File: config.mk
export PLATFORM = sky130hd
export DESIGN_NAME = cac_compander
export DESIGN_NICKNAME = d
export VERILOG_FILES = /design/src/cac_pkg.sv /design/src/cac_fifo.sv /design/src/cac_compander.sv
export SDC_FILE = /design/constraint.sdc
export NUM_CORES = 1
export LEC_CHECK = 0
export BUFFER_PORTS_ARGS = -buffer_cell sky130_fd_sc_hd__buf_4
export CAP_MARGIN = 10
export CORE_MARGIN = 2
export CORE_UTILIZATION = 45
export DETAILED_ROUTE_END_ITERATION = 12
export SLEW_MARGIN = 20
export SYNTH_ARGS = -nofsm -noshare
export SYNTH_HDL_FRONTEND = slang
export SYNTH_HIERARCHICAL = 1
export SYNTH_SLANG_ARGS = --single-unit
File: constraint.sdc
create_clock -name mclk -period 5.98 [get_ports mclk]
set_input_delay 0.598 -clock mclk [delete_from_list [all_inputs] [get_ports mclk]]
set_output_delay 0.598 -clock mclk [all_outputs]
set_load 0.1 [all_outputs]
File: src/cac_pkg.sv
/*
 cac_pkg: shared constants and types for the companding and loopback block.
 assumes one audio-interface clock and left-aligned interface words.
*/
package cac_pkg;
   // control register address and field positions
   localparam logic [6:0] CTL_ADDR = 7'h05;
   localparam int CTL_ADC_LB_BIT = 0;
   localparam int CTL_ADC_COMP_LO = 1;
   localparam int CTL_DAC_COMP_LO = 3;
   localparam int CTL_DAC_LB_BIT = 6;
   localparam logic [15:0] CTL_RESET = 16'h0000;
   localparam logic [15:0] CTL_WMASK = 16'h005F;
   // companding selector codes
   typedef enum logic [1:0] {
      CMP_OFF = 2'b00,
      CMP_RSV = 2'b01,
      CMP_MU = 2'b10,
      CMP_A = 2'b11
   } cac_comp_t;
   // control fields carried together
   typedef struct packed {
      logic dac_lb;
      cac_comp_t dac_comp;
      cac_comp_t adc_comp;
      logic adc_lb;
   } cac_ctl_t;
   // mu-law constants
   localparam logic [13:0] MU_CLIP = 14'h1FDF;
   localparam logic [13:0] MU_BIAS = 14'h0021;
   localparam logic [13:0] MU_OVF = 14'h2000;
   localparam logic [13:0] MU_SEG0 = 14'h0040;
   localparam logic [7:0] MU_INV = 8'hFF;
   localparam logic [15:0] MU_DBIAS = 16'h0084;
   // a-law constants
   localparam logic [11:0] A_SEG0 = 12'h020;
   localparam logic [7:0] A_INV = 8'h55;
   localparam logic [15:0] A_RND0 = 16'h0008;
   localparam logic [15:0] A_RND1 = 16'h0108;
   // interface word lengths in bits
   localparam logic [5:0] WLEN_8 = 6'd8;
   localparam logic [5:0] WLEN_16 = 6'd16;
   localparam logic [5:0] WLEN_20 = 6'd20;
   localparam logic [5:0] WLEN_24 = 6'd24;
   localparam logic [5:0] WLEN_32 = 6'd32;
   localparam int CODE_W = 8;
   localparam int FIFO_DEPTH = 16;
endpackage

File: src/cac_fifo.sv
/*
 cac_fifo: synchronous valid/ready fifo, width and depth as parameters.
 assumes one clock and a synchronous active-low reset; depth a power of two.
*/
`timescale 1ns/1ns
module cac_fifo #(
   parameter int W = 32,
   parameter int D = 16
) (
   // clock and reset
   input wire logic mclk,
   input wire logic rst_n,
   // fill side
   input wire logic in_valid,
   output logic in_ready,
   input wire logic [W-1:0] in_data,
   // drain side
   output logic out_valid,
   input wire logic out_ready,
   output logic [W-1:0] out_data
);
   localparam int AW = $clog2(D);
   logic [W-1:0] mem [D];     // storage words
   logic [AW:0] wp_q;         // write pointer with wrap bit
   logic [AW:0] rp_q;         // read pointer with wrap bit
   logic push;
   logic pop;

   // full when pointers differ only in the wrap bit
   assign in_ready = !((wp_q[AW] != rp_q[AW]) && (wp_q[AW-1:0] == rp_q[AW-1:0]));
   assign out_valid = (wp_q != rp_q);
   assign push = in_valid && in_ready;
   assign pop = out_valid && out_ready;
   assign out_data = mem[rp_q[AW-1:0]];

   // write pointer
   always_ff @(posedge mclk) begin
      if (!rst_n) begin
         wp_q <= '0;
      end else if (push) begin
         wp_q <= wp_q + 1'b1;
      end
   end

   // read pointer
   always_ff @(posedge mclk) begin
      if (!rst_n) begin
         rp_q <= '0;
      end else if (pop) begin
         rp_q <= rp_q + 1'b1;
      end
   end

   // storage write, no reset needed
   always_ff @(posedge mclk) begin
      if (push) begin
         mem[wp_q[AW-1:0]] <= in_data;
      end
   end
endmodule

File: src/cac_compander.sv
/*
 cac_compander: companding and digital loopback logic of the audio interface.
 assumes capture samples arrive left-aligned from the adc filter, interface
 words are left-aligned, and the control port writes one register per cycle.
*/
`timescale 1ns/1ns
module cac_compander
   import cac_pkg::*;
#(
   parameter int SW = 16,
   parameter int IW = 32
) (
   // clock and reset
   input wire logic mclk,
   input wire logic rst_n,
   // control register port
   input wire logic reg_wr,
   input wire logic [6:0] reg_addr,
   input wire logic [15:0] reg_wdata,
   output logic [15:0] reg_rdata,
   // word length settings
   input wire logic packed_byte_width,
   input wire logic [1:0] interface_word_length,
   output logic [5:0] eff_word_len,
   // capture samples from the adc side
   input wire logic cap_valid,
   output logic cap_ready,
   input wire logic [SW-1:0] cap_data,
   // transmit words to the interface
   output logic tx_valid,
   input wire logic tx_ready,
   output logic [IW-1:0] tx_data,
   // received words from the interface
   input wire logic rx_valid,
   output logic rx_ready,
   input wire logic [IW-1:0] rx_data,
   // playback samples to the dac side
   output logic play_valid,
   input wire logic play_ready,
   output logic [SW-1:0] play_data
);
   // mu-law compressor on the top 14 bits (sign plus 13) of a sample
   function automatic logic [7:0] mu_enc(input logic [SW-1:0] s);
      logic [13:0] x;
      logic [13:0] m;
      logic [2:0] seg;
      logic [3:0] man;
      logic neg;
      x = s[SW-1 -: 14];
      neg = x[13];
      m = neg ? 14'(-x) : x;
      if (m > MU_CLIP) m = MU_CLIP;
      m = 14'(m + MU_BIAS);
      seg = '0;
      for (int i = 0; i < 7; i++) begin
         if (m >= (MU_SEG0 << i)) seg = 3'(i + 1);
      end
      // widened sum so that segment 7 shifts by eight, not by zero
      man = 4'(m >> (4'(seg) + 4'd1));
      if (m >= MU_OVF) mu_enc = {neg, 7'h7F} ^ MU_INV;
      else mu_enc = {neg, seg, man} ^ MU_INV;
   endfunction

   // a-law compressor on the top 13 bits (sign plus 12) of a sample
   function automatic logic [7:0] a_enc(input logic [SW-1:0] s);
      logic [12:0] x;
      logic [11:0] m;
      logic [2:0] seg;
      logic [3:0] man;
      x = s[SW-1 -: 13];
      m = x[12] ? ~x[11:0] : x[11:0];
      seg = '0;
      for (int i = 0; i < 7; i++) begin
         if (m >= (A_SEG0 << i)) seg = 3'(i + 1);
      end
      man = (seg < 3'd2) ? 4'(m >> 1) : 4'(m >> seg);
      a_enc = {~x[12], seg, man} ^ A_INV;
   endfunction

   // mu-law expander to a 16-bit left-aligned value
   function automatic logic [15:0] mu_dec(input logic [7:0] c);
      logic [7:0] u;
      logic [15:0] t;
      u = ~c;
      t = 16'(({12'h000, u[3:0]} << 3) + MU_DBIAS);
      t = t << u[6:4];
      mu_dec = u[7] ? 16'(MU_DBIAS - t) : 16'(t - MU_DBIAS);
   endfunction

   // a-law expander to a 16-bit left-aligned value
   function automatic logic [15:0] a_dec(input logic [7:0] c);
      logic [7:0] a;
      logic [15:0] t;
      a = c ^ A_INV;
      t = {8'h00, a[3:0], 4'h0};
      t = (a[6:4] == 3'd0) ? 16'(t + A_RND0) : 16'(t + A_RND1);
      if (a[6:4] > 3'd1) t = t << (a[6:4] - 3'd1);
      a_dec = a[7] ? t : 16'(-t);
   endfunction

   // mask keeping only the top len bits of an interface word
   function automatic logic [IW-1:0] len_mask(input logic [5:0] len);
      len_mask = ~({IW{1'b1}} >> len);
   endfunction

   logic [15:0] ctl_raw_q;    // stored control bits
   cac_ctl_t ctl;             // decoded control fields
   logic [5:0] wlen_q;        // effective word length
   logic [5:0] wlen_d;
   logic [IW-1:0] enc_word;   // capture sample after compression
   logic [IW-1:0] push_data;  // word entering the transmit fifo
   logic push_valid;
   logic push_ready;
   logic fifo_valid;
   logic [IW-1:0] fifo_data;
   logic fifo_pop;
   logic [IW-1:0] pb_word;    // word entering the expander
   logic pb_valid;
   logic pb_take;
   logic [SW-1:0] dec_data;
   logic [SW-1:0] play_q;
   logic play_valid_q;

   assign ctl = cac_ctl_t'({ctl_raw_q[CTL_DAC_LB_BIT], ctl_raw_q[CTL_DAC_COMP_LO +: 2],
                            ctl_raw_q[CTL_ADC_COMP_LO +: 2], ctl_raw_q[CTL_ADC_LB_BIT]});

   // control register write, reserved bits stay zero
   always_ff @(posedge mclk) begin
      if (!rst_n) begin
         ctl_raw_q <= CTL_RESET;
      end else if (reg_wr && reg_addr == CTL_ADDR) begin
         ctl_raw_q <= reg_wdata & CTL_WMASK;
      end
   end

   // readback of the control register, other addresses read zero
   assign reg_rdata = (reg_addr == CTL_ADDR) ? ctl_raw_q : 16'h0000;

   // effective word length selection
   always_comb begin
      case (interface_word_length)
         2'b00: wlen_d = WLEN_16;
         2'b01: wlen_d = WLEN_20;
         2'b10: wlen_d = WLEN_24;
         default: wlen_d = WLEN_32;
      endcase
      if (packed_byte_width) wlen_d = WLEN_8;
   end

   // registered word length
   always_ff @(posedge mclk) begin
      if (!rst_n) begin
         wlen_q <= WLEN_16;
      end else begin
         wlen_q <= wlen_d;
      end
   end
   assign eff_word_len = wlen_q;

   // capture compression, code placed in the top byte
   always_comb begin
      case (ctl.adc_comp)
         CMP_MU: enc_word = {mu_enc(cap_data), {(IW - CODE_W){1'b0}}};
         CMP_A: enc_word = {a_enc(cap_data), {(IW - CODE_W){1'b0}}};
         default: enc_word = {cap_data, {(IW - SW){1'b0}}};
      endcase
   end

   // transmit source: capture or received-word loopback
   always_comb begin
      if (ctl.dac_lb) begin
         push_valid = rx_valid;
         push_data = rx_data;
      end else begin
         push_valid = cap_valid;
         push_data = enc_word & len_mask(wlen_d);
      end
   end
   assign cap_ready = push_ready && !ctl.dac_lb;

   cac_fifo #(
      .W(IW),
      .D(FIFO_DEPTH)
   ) u_txfifo (
      .mclk(mclk),
      .rst_n(rst_n),
      .in_valid(push_valid),
      .in_ready(push_ready),
      .in_data(push_data),
      .out_valid(fifo_valid),
      .out_ready(fifo_pop),
      .out_data(fifo_data)
   );

   // fifo drains to the interface, or to playback in capture loopback
   assign tx_valid = fifo_valid && !ctl.adc_lb;
   assign tx_data = fifo_data;
   assign pb_take = !play_valid_q || play_ready;
   assign fifo_pop = ctl.adc_lb ? pb_take : tx_ready;

   // playback source selection
   always_comb begin
      if (ctl.adc_lb) begin
         pb_valid = fifo_valid;
         pb_word = fifo_data;
      end else begin
         pb_valid = rx_valid;
         pb_word = rx_data;
      end
   end
   // in rx loopback the fifo takes every received word, with or without capture loopback
   assign rx_ready = ctl.dac_lb ? push_ready : (pb_take && !ctl.adc_lb);

   // playback expansion from the top byte
   always_comb begin
      case (ctl.dac_comp)
         CMP_MU: dec_data = {mu_dec(pb_word[IW-1 -: CODE_W]), {(SW - 16){1'b0}}};
         CMP_A: dec_data = {a_dec(pb_word[IW-1 -: CODE_W]), {(SW - 16){1'b0}}};
         default: dec_data = pb_word[IW-1 -: SW];
      endcase
   end

   // playback output register
   always_ff @(posedge mclk) begin
      if (!rst_n) begin
         play_valid_q <= 1'b0;
         play_q <= '0;
      end else if (pb_take) begin
         play_valid_q <= pb_valid && (ctl.adc_lb || !ctl.dac_lb);
         if (pb_valid) play_q <= dec_data;
      end
   end
   assign play_valid = play_valid_q;
   assign play_data = play_q;

   // checks
   property p_packed_len;
      @(posedge mclk) disable iff (!rst_n) packed_byte_width |=> (eff_word_len == WLEN_8);
   endproperty
   a_packed_len: assert property (p_packed_len) else $error("packed length not 8");

   property p_mu_zero;
      @(posedge mclk) disable iff (!rst_n)
         (cap_valid && cap_ready && ctl.adc_comp == CMP_MU && cap_data == '0)
         |-> (push_data[IW-1 -: CODE_W] == 8'hFF);
   endproperty
   a_mu_zero: assert property (p_mu_zero) else $error("mu zero code wrong");

   property p_a_zero;
      @(posedge mclk) disable iff (!rst_n)
         (cap_valid && cap_ready && ctl.adc_comp == CMP_A && cap_data == '0)
         |-> (push_data[IW-1 -: CODE_W] == 8'hD5);
   endproperty
   a_a_zero: assert property (p_a_zero) else $error("a-law zero code wrong");

   property p_low_zero;
      @(posedge mclk) disable iff (!rst_n)
         (cap_valid && !ctl.dac_lb && ctl.adc_comp[1]) |-> (push_data[IW-CODE_W-1:0] == '0);
   endproperty
   a_low_zero: assert property (p_low_zero) else $error("code not in top byte");

   property p_dac_lb;
      @(posedge mclk) disable iff (!rst_n)
         (ctl.dac_lb && rx_valid && rx_ready) |-> (push_valid && push_data == rx_data);
   endproperty
   a_dac_lb: assert property (p_dac_lb) else $error("rx word not looped");

   property p_adc_lb;
      @(posedge mclk) disable iff (!rst_n) ctl.adc_lb |-> !tx_valid;
   endproperty
   a_adc_lb: assert property (p_adc_lb) else $error("tx active in loopback");

   property p_adc_lb_play;
      @(posedge mclk) disable iff (!rst_n)
         (ctl.adc_lb && fifo_valid && pb_take) |=> play_valid;
   endproperty
   a_adc_lb_play: assert property (p_adc_lb_play) else $error("looped word not played");

   property p_pass;
      @(posedge mclk) disable iff (!rst_n)
         (cap_valid && !ctl.dac_lb && !ctl.adc_comp[1] && wlen_d == WLEN_32)
         |-> (push_data[IW-1 -: SW] == cap_data);
   endproperty
   a_pass: assert property (p_pass) else $error("linear capture altered");

   property p_a_dec;
      @(posedge mclk) disable iff (!rst_n)
         (pb_take && pb_valid && !ctl.dac_lb && !ctl.adc_lb && ctl.dac_comp == CMP_A
          && pb_word[IW-1 -: CODE_W] == 8'hD5) |=> (play_data[SW-1 -: 16] == 16'h0008);
   endproperty
   a_a_dec: assert property (p_a_dec) else $error("a-law expand wrong");

   property p_reg;
      @(posedge mclk) disable iff (!rst_n)
         (reg_wr && reg_addr == CTL_ADDR) |=> (ctl_raw_q == ($past(reg_wdata) & CTL_WMASK));
   endproperty
   a_reg: assert property (p_reg) else $error("control write lost");
endmodule

==> impl_metrics.env <==
export IMPL_cellPowerDensity_nw_per_um2=317
export IMPL_leakagePower_nw=9.67
export IMPL_dp_hpwl_mm=38.3
export IMPL_path_cells="buf_4 > inv_1 > ha_1 > nor4b_2 > a31oi_1 > xnor2_1 > nor3_1 > a31oi_1 > o211ai_1 > ha_1 > a21oi_1 > o211ai_1 > o211a_4 > o311ai_1 > and3_1 > buf_4 > mux2i_1 > mux2i_1 > a2bb2oi_2"
export IMPL_path_delay_family="compound AO/OA/AOI/OAI gates"
export IMPL_max_slew_margin=0.326
export IMPL_yosysTopAreaCellShare=0.598
export IMPL_ctsResizeCount=0
export IMPL_fin_worst_skew_ns=0.0466
export IMPL_synth_area_top_cells="edfxtp_1 60%, mux4_2 9.7%, mux4_1 5.1%, dfxtp_1 3.2%, mux2i_1 2.0%"
export IMPL_io_pins=155
export IMPL_fin_util=0.518
export IMPL_fp_coreArea_um2=56500
export IMPL_grt_remaining_overflow=0
export IMPL_synth_ff_type="edfxtp_1"
export IMPL_yosysWarnings=6
export IMPL_final_max_slew_viol_count=0
export IMPL_htreeDepth=2
export IMPL_grt_pass1_vias=14911
export IMPL_globalplace_congestion=0.892
export IMPL_synthToLayoutAreaGrowth_pct=13.8
export IMPL_rsz0062_at_grt="no"
export IMPL_grt_use_total=0.215
export IMPL_path_clk_slew_ns=0.05
export IMPL_maxCapViolations=0
export IMPL_worst_path_buf_inv=3
export IMPL_drive_above_1_share=0.235
export IMPL_synthCells=1619
export IMPL_rows=87
export IMPL_synth_area_per_cell_um2=15.9
export IMPL_syn_cell_area_um2=25700
export IMPL_post_cts_buffers=0
export IMPL_hold_viol_final=0
export IMPL_cts_tree="yes"
export IMPL_postCtsHoldBufs=0
export IMPL_layout_nets=1869
export IMPL_path_max_fanout=16
export IMPL_slowest_delay_ns=0.56
export IMPL_vias=15070
export IMPL_fillerInstances=4660
export IMPL_synth_distinct_cells=89
export IMPL_clock_sinks=553
export IMPL_critical_path_required_ns=6.30
export IMPL_slowest_stage="a2bb2oi_2"
export IMPL_dieArea_um2=59100
export IMPL_postSynth_asyncResetShare=0
export IMPL_worst_pin_slew_ns=1.01
export IMPL_cp_data_arrival_time_ns=5.67
export IMPL_crit_path_end_kind="register"
export IMPL_viasPerCell=5.88
export IMPL_fin_area_um2=29300
export IMPL_finalSetupViolCount=0
export IMPL_grt_pass1_wl_mm=95.4
export IMPL_clk_latency_ns=0.62
export IMPL_detailedRoute_firstPassIterationCount=7
export IMPL_drc=0
export IMPL_tns_ns=0
export IMPL_fin_crit_ns=5.35
export IMPL_ys_seq_area_frac=0.630
export IMPL_antenna_found_initial=0
export IMPL_die_y_um=243
export IMPL_wire_per_inst_um=24.9
export IMPL_clockBufferDepth=3
export IMPL_initial_utilization=0.455
export IMPL_drt_wl_total_mm=63.9
export IMPL_ant_nets=0
export IMPL_hp_class="input port to register"
export IMPL_io_buffers=132
export IMPL_drtIter0Drc=1294
export IMPL_grt_start_max_net_pins=56
export IMPL_timing_fmax_mhz=187
export IMPL_dpl_cell_area_um2=27600
export IMPL_startpoint_type="input port"
export IMPL_ys_ff_latch=553
export IMPL_period_share=0.895
export IMPL_synth_largest_area_cell="edfxtp_1"
export IMPL_power_total_mw=9.26
export IMPL_dieWidth_um=243
export IMPL_ir_worst_vdd_v=0.000270
export IMPL_status="finished clean"
export IMPL_root_buffer="clkbuf_16"
export IMPL_worstSetupPathType="input port to register"
export IMPL_synth_enable_flop_cells=512
export IMPL_cts_inserted_buffers=56
-- cells in the final DEF (no fill, tap or decap), drive strengths merged, types with 33 or more instances in the layout --
cell    count
and2       33
o21ai      70
a21oi      75
buf       196
mux2i      53
nand2     104
clkbuf     70
nor2       62
nand3      33
xnor2      36
mux4      161
edfxtp    512
dfxtp      41
-- final timing paths --
kind / from / to / slack, ns / depth (start not counted)
worst max-delay path: cap_data[3] / u_txfifo/mem[2][25]$_DFFE_PP_ / 0.63 / 19
worst min-delay path: interface_word_length[1] / eff_word_len[2]$_SDFF_PN0_ / 0.21 / 2
worst max register to register: register / play_data[14]$_SDFFE_PN0P_ / 0.65 / 15
worst min register to register: play_data[10]$_SDFFE_PN0P_ / play_data[10]$_SDFFE_PN0P_ / 0.46 / 2
-- power breakdown --
part           total, mW  internal [mW]  switching [mW]
Clock               3.20           1.78            1.42
Combinational       1.76          0.598            1.16
Sequential          4.30           4.26          0.0473
-- cells by family (layout without fill, tap and decap cells) --
family	count (synthesis)	count (layout)	synth area share
AOI/OAI and AO/OA	276	276	0.0713
xor gates and xnor gates	53	53	0.0181
adders and majority gates	18	18	0.00876
buffers and inverters	144	320	0.0284
DFF	553	553	0.630
muxes	222	222	0.173
other	1	13	0.000146
and+or+nand+nor	352	352	0.0707
-- state kept, by name, indices dropped and copies added (netlist names), named ones only --
name	flops
play_data	16
eff_word_len	4
u_txfifo/mem	512
u_txfifo/wp_q	5
u_txfifo/rp_q	5
play_valid	1
ctl_raw_q	6
-- cells in the mapped netlist, types with 5 or more instances --
| cell | instances |
|---|---|
| nand2b_1 | 13 |
| nor2b_1 | 11 |
| nand4_1 | 10 |
| buf_2 | 11 |
| o31ai_1 | 9 |
| a21oi_1 | 74 |
| edfxtp_1 | 512 |
| dfxtp_1 | 41 |
| mux4_1 | 50 |
| ha_1 | 18 |
| a211o_1 | 5 |
| nand3b_1 | 7 |
| o22ai_1 | 9 |
| nor4_1 | 5 |
| xor2_1 | 17 |
| a211oi_1 | 11 |
| or3_1 | 7 |
| a31oi_1 | 9 |
| mux2i_1 | 52 |
| xnor2_1 | 36 |
| clkbuf_1 | 67 |
| nor2_1 | 62 |
| nand3_1 | 33 |
| buf_1 | 8 |
| inv_1 | 26 |
| nor3_1 | 23 |
| buf_6 | 13 |
| mux2_2 | 7 |
| o211ai_1 | 16 |
| o2111ai_1 | 6 |
| a21o_1 | 6 |
| and2_1 | 32 |
| mux4_2 | 111 |
| buf_4 | 12 |
| o21a_1 | 7 |
| o21ai_0 | 66 |
| and3_1 | 22 |
| a41oi_1 | 6 |
| nand2_1 | 104 |
-- final cells by class --
class,count,area [um2],area share
sequential,553,16200,0.554
multi-input combinational,933,8860,0.303
clock buffer,70,1480,0.0504
timing repair buffer,196,1470,0.0503
tap,756,946,0.0323
clock inverter,24,184,0.00629
inverter,30,113,0.00385
antenna,1,2.50,0.0000855
-- layer usage --
layer  GRT usage  vias to the layer above  part of all wire
li1            -                     6803                 -
met1       0.296                     7700              0.43
met2       0.365                      483              0.50
met3      0.0262                       84             0.050
met4      0.0545                        0             0.019
met5           0                        -                 0
-- through the flow --
stage | instances | worst slack, ns | hold slack [ns]
5_1_grt | 2562 | 0.202 | 0.193
4_1_cts | 2562 | 0.673 | 0.172
3_5_place_dp | 2468 | 0.157 | 0.456
2_1_floorplan | 1630 | 0.655 | 0.478
3_3_place_gp | 2468 | 0.333 | 0.443
6_report | 2563 | 0.630 | 0.208
(Power assumes the default switching activity.)
